### config.mk
export PLATFORM = sky130hd
export DESIGN_NAME = sfr_regmap
export DESIGN_NICKNAME = d
export VERILOG_FILES = /design/src/rtl/sfr_pkg.sv /design/src/rtl/sfr_regmap.sv
export SDC_FILE = /design/constraint.sdc
export NUM_CORES = 1
export LEC_CHECK = 0
export ABC_AREA = 1
export BUFFER_PORTS_ARGS = -buffer_cell sky130_fd_sc_hd__buf_2
export CORE_UTILIZATION = 54
export DETAILED_ROUTE_END_ITERATION = 7
export GPL_ROUTABILITY_DRIVEN = 0
export PLACE_DENSITY = 0.89
export SYNTH_ARGS = -nofsm -noshare
export SYNTH_HDL_FRONTEND = slang
export SYNTH_SLANG_ARGS = --single-unit
### constraint.sdc
create_clock -name ref_clk -period 1.84 [get_ports ref_clk]
set_clock_uncertainty 0.2 [all_clocks]
set_input_delay 0.092 -clock ref_clk [delete_from_list [all_inputs] [get_ports ref_clk]]
set_output_delay 0.092 -clock ref_clk [all_outputs]
set_load 0.005 [all_outputs]
### src/rtl/sfr_pkg.sv
// Constants for the serial-loaded fractional synthesizer register bank.
package sfr_pkg;
  localparam int WORD_W = 24;
  localparam int ADDR_W = 4;
  localparam int DATA_W = 20;
  localparam int NUM_W = 22;
  localparam int REG_CNT = 16;
  // Addresses that own storage; the hidden ones are accepted on the wire and dropped.
  localparam logic [15:0] REG_MAP = 16'h13ff;
  localparam logic [3:0] ADDR_R0 = 4'h0;
  localparam logic [3:0] ADDR_R1 = 4'h1;
  localparam logic [3:0] ADDR_R2 = 4'h2;
  localparam logic [3:0] ADDR_R3 = 4'h3;
  localparam logic [3:0] ADDR_R4 = 4'h4;
  localparam logic [3:0] ADDR_R5 = 4'h5;
  localparam logic [3:0] ADDR_R6 = 4'h6;
  localparam logic [3:0] ADDR_R7 = 4'h7;
  localparam logic [3:0] ADDR_R8 = 4'h8;
  localparam logic [3:0] ADDR_R9 = 4'h9;
  localparam logic [3:0] ADDR_R12 = 4'hc;
  // Field positions are word bit positions; subtract DATA_LSB to index stored data.
  localparam int DATA_LSB = 4;
  localparam int NUM_LO_LSB = 4;
  localparam int NUM_LO_W = 12;
  localparam int INT_LO_LSB = 16;
  localparam int INT_LO_W = 8;
  localparam int NUM_HI_LSB = 4;
  localparam int NUM_HI_W = 10;
  localparam int INT_HI_LSB = 14;
  localparam int INT_HI_W = 3;
  localparam int PUMP_LSB = 17;
  localparam int PUMP_W = 4;
  localparam int PRESC_BIT = 21;
  localparam int REFDIV_LSB = 4;
  localparam int REFDIV_W = 6;
  localparam int DEN_LO_LSB = 10;
  localparam int DEN_LO_W = 12;
  localparam int DEN_HI_LSB = 4;
  localparam int DEN_HI_W = 10;
  localparam int WIDE_BIT = 22;
  localparam int HALVE_BIT = 23;
  localparam logic [5:0] REFDIV_LIM1 = 6'h08;
  localparam logic [5:0] REFDIV_LIM2 = 6'h10;
  localparam logic [5:0] REFDIV_LIM3 = 6'h20;
  localparam logic [DATA_W-1:0] DATA_RST = '0;
  typedef enum logic [1:0] {
    ST_HOLD = 2'b01,
    ST_SHIFT = 2'b10
  } sfr_state_t;
endpackage

### src/rtl/sfr_regmap.sv
// Serial-programmed register bank with numerator assembly and calibration start.
`timescale 1ns/1ps
module sfr_regmap
  import sfr_pkg::*;
(
  input wire logic ref_clk,
  input wire logic sys_rst,
  input wire logic serial_clk,
  input wire logic serial_data,
  input wire logic latch_strobe,
  output logic cal_start,
  output logic [NUM_W-1:0] frac_numerator,
  output logic [NUM_W-1:0] frac_denominator,
  output logic wide_fraction_select,
  output logic [REFDIV_W-1:0] ref_divider,
  output logic [INT_LO_W+INT_HI_W-1:0] int_divider,
  output logic [PUMP_W-1:0] pump_gain,
  output logic prescaler_select,
  output logic output_halving_select,
  output logic num_restrict_err,
  output logic [DATA_W-1:0] fastlock_timeout_word,
  output logic [DATA_W-1:0] power_enable_word,
  output logic [DATA_W-1:0] loop_filter_vco_word,
  output logic [DATA_W-1:0] crystal_divider_word,
  output logic [DATA_W-1:0] misc_option_word,
  output logic [DATA_W-1:0] lock_detect_option_word,
  output logic [DATA_W-1:0] factory_setting_word
);

  // Pin synchronisers. The third stage only serves edge detection.
  logic [2:0] sclk_r;
  logic [2:0] lat_r;
  logic [1:0] sdat_r;
  logic [2:0] sclk_nxt;
  logic [2:0] lat_nxt;
  logic [1:0] sdat_nxt;

  always_comb begin
    sclk_nxt = {sclk_r[1:0], serial_clk};
    lat_nxt = {lat_r[1:0], latch_strobe};
    sdat_nxt = {sdat_r[0], serial_data};
  end

  // The strobe idles high, so its history resets high. A low reset value would show
  // a rising edge on release and commit a stale word to register zero.
  always_ff @(posedge ref_clk) begin
    if (sys_rst) begin
      sclk_r <= '0;
      lat_r <= '1;
      sdat_r <= '0;
    end else begin
      sclk_r <= sclk_nxt;
      lat_r <= lat_nxt;
      sdat_r <= sdat_nxt;
    end
  end

  logic sclk_rise;
  logic commit;
  assign sclk_rise = sclk_r[1] & ~sclk_r[2];
  assign commit = lat_r[1] & ~lat_r[2];

  // Shift state: bits are only accepted while the strobe is low.
  sfr_state_t st_r;
  sfr_state_t st_nxt;
  logic [WORD_W-1:0] shift_r;
  logic [WORD_W-1:0] shift_nxt;

  always_comb begin
    st_nxt = st_r;
    shift_nxt = shift_r;
    case (st_r)
      ST_HOLD: begin
        if (!lat_r[1]) begin
          st_nxt = ST_SHIFT;
        end
      end
      ST_SHIFT: begin
        if (lat_r[1]) begin
          st_nxt = ST_HOLD;
        end else if (sclk_rise) begin
          shift_nxt = {shift_r[WORD_W-2:0], sdat_r[1]};
        end
      end
      default: begin
        st_nxt = ST_HOLD;
      end
    endcase
  end

  always_ff @(posedge ref_clk) begin
    if (sys_rst) begin
      st_r <= ST_HOLD;
      shift_r <= '0;
    end else begin
      st_r <= st_nxt;
      shift_r <= shift_nxt;
    end
  end

  // Register storage. A strobe edge always moves the data field; a hidden
  // address is accepted on the wire but has nowhere to land.
  logic [DATA_W-1:0] reg_r [REG_CNT];
  logic [ADDR_W-1:0] wr_addr;
  logic [DATA_W-1:0] wr_data;
  assign wr_addr = shift_r[ADDR_W-1:0];
  assign wr_data = shift_r[WORD_W-1:DATA_LSB];

  for (genvar g = 0; g < REG_CNT; g++) begin : g_reg
    if (REG_MAP[g]) begin : g_store
      logic [DATA_W-1:0] reg_nxt;
      always_comb begin
        reg_nxt = reg_r[g];
        if (commit && wr_addr == ADDR_W'(g)) begin
          reg_nxt = wr_data;
        end
      end
      always_ff @(posedge ref_clk) begin
        if (sys_rst) begin
          reg_r[g] <= DATA_RST;
        end else begin
          reg_r[g] <= reg_nxt;
        end
      end
    end else begin : g_hidden
      assign reg_r[g] = DATA_RST;
    end
  end

  // Fraction, width, calibration and flag outputs are registered; the other decoded fields come straight from the stored words.
  logic [DATA_W-1:0] w0;
  logic [DATA_W-1:0] w1;
  logic [DATA_W-1:0] w2;
  logic [DATA_W-1:0] w3;
  assign w0 = reg_r[ADDR_R0];
  assign w1 = reg_r[ADDR_R1];
  assign w2 = reg_r[ADDR_R2];
  assign w3 = reg_r[ADDR_R3];

  logic cal_r;
  logic cal_nxt;
  logic wide_r;
  logic wide_nxt;
  logic [NUM_W-1:0] num_r;
  logic [NUM_W-1:0] num_nxt;
  logic [NUM_W-1:0] den_r;
  logic [NUM_W-1:0] den_nxt;
  logic err_r;
  logic err_nxt;

  always_comb begin
    cal_nxt = commit && wr_addr == ADDR_R0;
    wide_nxt = w3[WIDE_BIT-DATA_LSB];
    num_nxt = '0;
    num_nxt[NUM_LO_W-1:0] = w0[NUM_LO_LSB-DATA_LSB +: NUM_LO_W];
    den_nxt = '0;
    den_nxt[DEN_LO_W-1:0] = w2[DEN_LO_LSB-DATA_LSB +: DEN_LO_W];
    if (wide_nxt) begin
      num_nxt[NUM_W-1:NUM_LO_W] = w1[NUM_HI_LSB-DATA_LSB +: NUM_HI_W];
      den_nxt[NUM_W-1:DEN_LO_W] = w3[DEN_HI_LSB-DATA_LSB +: DEN_HI_W];
    end
    // Narrow mode leaves the upper numerator at zero.
    // The host is trusted with the low-bit limits; a breach is only flagged.
    err_nxt = (num_r != '0) && (
      (ref_divider > REFDIV_LIM1 && num_r[0]) ||
      (ref_divider > REFDIV_LIM2 && num_r[1]) ||
      (ref_divider > REFDIV_LIM3 && num_r[2]));
  end

  always_ff @(posedge ref_clk) begin
    if (sys_rst) begin
      cal_r <= 1'b0;
      wide_r <= 1'b0;
      num_r <= '0;
      den_r <= '0;
      err_r <= 1'b0;
    end else begin
      cal_r <= cal_nxt;
      wide_r <= wide_nxt;
      num_r <= num_nxt;
      den_r <= den_nxt;
      err_r <= err_nxt;
    end
  end

  assign cal_start = cal_r;
  assign wide_fraction_select = wide_r;
  assign frac_numerator = num_r;
  assign frac_denominator = den_r;
  assign num_restrict_err = err_r;
  assign ref_divider = w2[REFDIV_LSB-DATA_LSB +: REFDIV_W];
  assign int_divider = {w1[INT_HI_LSB-DATA_LSB +: INT_HI_W],
                        w0[INT_LO_LSB-DATA_LSB +: INT_LO_W]};
  assign pump_gain = w1[PUMP_LSB-DATA_LSB +: PUMP_W];
  assign prescaler_select = w1[PRESC_BIT-DATA_LSB];
  assign output_halving_select = w3[HALVE_BIT-DATA_LSB];
  assign fastlock_timeout_word = reg_r[ADDR_R4];
  assign power_enable_word = reg_r[ADDR_R5];
  assign loop_filter_vco_word = reg_r[ADDR_R6];
  assign crystal_divider_word = reg_r[ADDR_R7];
  assign misc_option_word = reg_r[ADDR_R8];
  assign lock_detect_option_word = reg_r[ADDR_R9];
  assign factory_setting_word = reg_r[ADDR_R12];
endmodule

**Yosys cells after proc, flatten, opt, wreduce, memory -nomap -nowiden**

Cells that the tools add are included.

- Output and inout bits: 210
- Logic and storage cells: 71
- Register bits: 297
- Input port bits: 5

- Bitwise logic cells: 6
- Magnitude comparators: 3
- Muxes and demuxes: 3
- Reduce and logical (&&, ||, !) cells: 22
- Eq/ne operators: 14

Operators with widths:

| kind | number |
|---|---|
| $reduce_bool 22->1 | 1 |
| $eq 4x3->1 const B | 4 |
| $logic_and 1x1->1 | 15 |
| $eq 4x4->1 const B | 3 |
| $eq 4x2->1 const B | 2 |
| $gt 6x4->1 const B | 1 |
| $gt 6x5->1 const B | 1 |
| $gt 6x6->1 const B | 1 |
| $eq 4x1->1 const B | 1 |
| $logic_not 4->1 | 1 |
| $mux 2 | 2 |
| $ne 2x2->1 const B | 2 |
| $not 1->1 | 4 |
| $pmux 2 s2 | 1 |
| $reduce_and 3->1 | 1 |
| $and 1x1->1 | 2 |
| $eq 2x1->1 const B | 1 |
| $eq 2x2->1 const B | 1 |
| $logic_or 1x1->1 | 2 |
| $reduce_and 2->1 | 1 |
| $reduce_or 2->1 | 1 |

**Depth between registers and ports, before layout**

- Depth in word-level cells: 5
- Gate-level depth with buffers: 8
- Depth with buffers taken out: 7

**Worst setup path before layout**

No wires, ideal clock.

- Path kind: register -> register
- Start point: reg shift_r[0]
- End point: reg reg_r (netlist bit lock_detect_option_word[0])
- Setup slack: 0.397 ns
- Clock period less this slack: 1.443 ns
- Arrival: 1.115 ns
- Required time: 1.512 ns
- Path buffers: 1
- Stages on the path, launching flop included: 7
- Setup time: 0.128 ns
- Cells stage by stage: dfxtp_1 -> inv_2 -> nor2_4 -> nand3_1 -> clkbuf_1 -> o21ai_0 -> a21oi_1

- Cells in the longest elaborated chain, start to end: 2

Ends and longest elaborated chain:

| what | RTL line | source |
|---|---|---|
| start, declared | sfr_regmap.sv:66 | `logic [WORD_W-1:0] shift_r;` |
| start signal, assigned | sfr_regmap.sv:97 | `shift_r <= shift_nxt;` |
| $eq 4x4->1 | sfr_regmap.sv:114 | `if (commit && wr_addr == ADDR_W'(g)) begin` |
| $logic_and 1x1->1 | sfr_regmap.sv:114 |  |
| end signal, assigned by index | sfr_regmap.sv:122 | `reg_r[g] <= reg_nxt;` |
| end, declared | sfr_regmap.sv:103 | `logic [DATA_W-1:0] reg_r [REG_CNT];` |

No other way between the ends.
A chain may end at the register's enable or synchronous reset.

**Worst setup path in the final report**

- Start point: reg lat_r[1]
- End point: reg reg_r (netlist bit w0[14])

- Cells in the longest elaborated chain, start to end: 2

Ends and longest elaborated chain:

| what | RTL line | source |
|---|---|---|
| start, declared | sfr_regmap.sv:32 | `logic [2:0] lat_r;` |
| start signal, assigned | sfr_regmap.sv:53 | `lat_r <= lat_nxt;` |
| $and 1x1->1 | sfr_regmap.sv:61 | `assign commit = lat_r[1] & ~lat_r[2];` |
| $logic_and 1x1->1 | sfr_regmap.sv:114 |  |

No other way between the ends.

==> impl_metrics.toml <==
[outcome]
status = "completed"

[routing]
wl_mm = 27.39
route.detailed.drc = 0
wire_per_inst_um = 16.84
first_pass_iters = 5
vias = 8698
vias_per_cell = 5.349
drt_iter0_markers = 662
drtAntennaViolNets = 0

[power]
power.leakage_nw = 5.311
powerDensity_nw_per_um2 = 1011
ir_drop_mv = 0.6670

[final_layout]
register_area_sq_um = 5787
final_cell_mix = "dfxtp_1, buf_2, a21oi_1, nor2_1, nand2_1"
final_core_util = 0.6763
drive_above_1_share = 0.2276
fillers = 1393
antennaDiodeCount = 0
final_common_cell = "dfxtp_1"
instances_no_fill = 1626
areaGrowthSynthToFinish_pct = 22.96
multi_input_area_sq_um = 3189
final_nets = 1384

[synthesis]
synthCells = 1195
synth_async_sr_flop_share = 0
muxShareOfSynthArea = 0
synth-main-ff-cell = "dfxtp_1"
postSynthAreaPerCell_sq_um = 8.267
synth_nets = 1200
yosysSeqAreaShare = 0.5856
synth_warnings = 0
synth-adder-area-share = 0
synth_top_family_by_area = "compound AO/OA/AOI/OAI gates"
synth_edf_count = 0
synth-simple-area-share = 0.1562
synth-xor-area-share = 0
yosysUniqueCellTypes = 20
ys_ff_latch = 289
syn-cell-area_sq_um = 9879
synth_compound_area_frac = 0.1651

[hold_path]
min_path_type = "in -> reg"

[clock_tree]
cts_tree = "built"
root_buffer = "clkbuf_16"
clkSlewWorstSetupHoldPaths_ps = 60
clk_path_buf_depth = 3
clk_latency_ps = 530
cts_sinks = 289
cts_buffers = 28
h-tree-depth = 1

[critical_path]
path_class = "reg -> reg"
required_ps = 2090
crit_arrival_ps = 2000
crit_fanout = 28
crit_chain = "inv_2 -> nor2_1 -> nand2_1 -> nor2_2 -> buf_6 -> o21ai_0 -> a21oi_1"
max_stage_delay_ps = 380
slowest_stage = "dfxtp_1"
crit_family = "simple AND/OR/NAND/NOR gates"
end_kind = "register"
cp-start-kind = "register"
path_buf_inv = 2

[die]
die_w_um = 137.3
ios = 215
floorplan.rows = 49
core_sq_um = 17960
dieArea_sq_um = 18840
die_h_um = 137.3
start_util = 0.5500

[grt]
grt_pass1_wl_mm = 41.31
grt_antenna_before_repair = 0
grtUsageMet1 = 0.3607
gr-usage-met3 = 0.06733
use_met2 = 0.4498
grt_max_degree = 69
track_usage = 0.2836
gr-max-usage-layer = "met2"
grt_pass1_vias = 7883
grt_overflow = 0

[sta]
hold_viol = 0
report.final.slew_viol_count = 0
rsz0062_at_grt = "true"
worst_pin_slew_ps = 717.2
timing.fmax_mhz = 572.6
slew_headroom = 0.5212
setup_ws_ps = 93.62
min_period_ps = 1746
finalSetupViolations = 0
holdWs_ps = 125.7
fin_crit_sh = 0.9491

[place]
dp_slack_ps = 133.2
hpwl_mm = 17.61
post-place-cells = 1571
io_buffers = 214

[job]
drv_cap = 0
==> synth_stat cells (4+ instances only) <==
cell	instances	area, sq um
dfxtp_1	289	5786
a21oi_1	180	900.9
nor2_1	131	491.7
nand2_1	122	457.9
o21ai_0	119	595.6
inv_1	105	394.1
nand3_1	102	510.5
clkbuf_1	71	266.5
buf_2	27	135.1
a22oi_1	12	90.09
buf_4	11	82.58
o21ai_1	9	45.04
inv_2	4	15.01
nor2_4	4	45.04
==> layer usage <==
| metal | vias to the layer above | wire [um] | part of all wire |
|---|---|---|---|
| met5 | - | 0 | 0 |
| met4 | 0 | 1231 | 0.045 |
| met3 | 86 | 2311 | 0.084 |
| met2 | 376 | 12660 | 0.46 |
| met1 | 4013 | 11180 | 0.41 |
| li1 | 4223 | - | - |
==> worst paths after layout <==
check	start	end	slack, ps	cells after the start
worst max-delay path	lat_r[1]	w0[14]	90	7
worst min-delay path	serial_data	sdat_r[0]	130	4
worst max register to register	lat_r[1]	w0[14]	90	7
worst min register to register	sclk_r[0]	sclk_r[1]	210	2
==> sequential cells by signal (all words and copies together), names as in the netlist <==
name	flops
wide_fraction_select	1
w3	12
lat_r	3
num_restrict_err	1
factory_setting_word	20
sclk_r	3
crystal_divider_word	20
sdat_r	2
cal_start	1
w2	18
loop_filter_vco_word	20
misc_option_word	20
st_r	2
frac_denominator	22
fastlock_timeout_word	20
lock_detect_option_word	20
w1	18
shift_r	24
power_enable_word	20
frac_numerator	22
w0	20
==> layout make-up <==
class	count	share of cell area
flip-flops and latches	289	0.4764
multi-input cells	685	0.2625
repair buffers	265	0.1270
clock buffers	40	0.06643
inverters	110	0.03409
well taps	229	0.02359
clock inverters	8	0.009991
==> power breakdown <==
part | switching, mW | total, mW | leakage, nW | internal [mW]
Combinational | 0.154 | 0.228 | 2.53 | 0.0738
Sequential | 0.0106 | 6.30 | 2.33 | 6.28
Clock | 2.31 | 5.76 | 0.453 | 3.45
Total | 2.48 | 12.3 | 5.31 | 9.81
==> worst reg2reg max path, cell delays in order, from the launching register on <==
cell and delay (ps):
dfxtp_1 380, inv_2 80, nor2_1 200, nand2_1 140, nor2_2 160, buf_6 240
o21ai_0 120, a21oi_1 150
==> per-stage QoR <==
| step | power, mW | TNS (ps) | area [sq um] |
|---|---|---|---|
| after floorplan | 6.588 | 0 | 9879 |
| after global placement | 6.641 | 0 | 11130 |
| after global routing | 12.62 | -72.50 | 12150 |
| after CTS | 12.32 | 0 | 12110 |
| final | 12.29 | 0 | 12150 |
| after detailed placement | 6.647 | 0 | 11130 |
==> kinds of logic (layout without fill, tap and decap cells) <==
group	count (synthesis)	in the layout
AND/OR/NAND/NOR	365	365
AO/OA/AOI/OAI	320	320
flip-flops	289	289
buffers and inverters	221	423
==> repair_timing <==
item	4_1_cts	5_1_grt
hold buffers	5	0
resized for setup	0	9
setup endpoints to repair	0	39
setup buffers	0	2
hold endpoints to repair	28	0
Power figures use the tool's default switching activity.
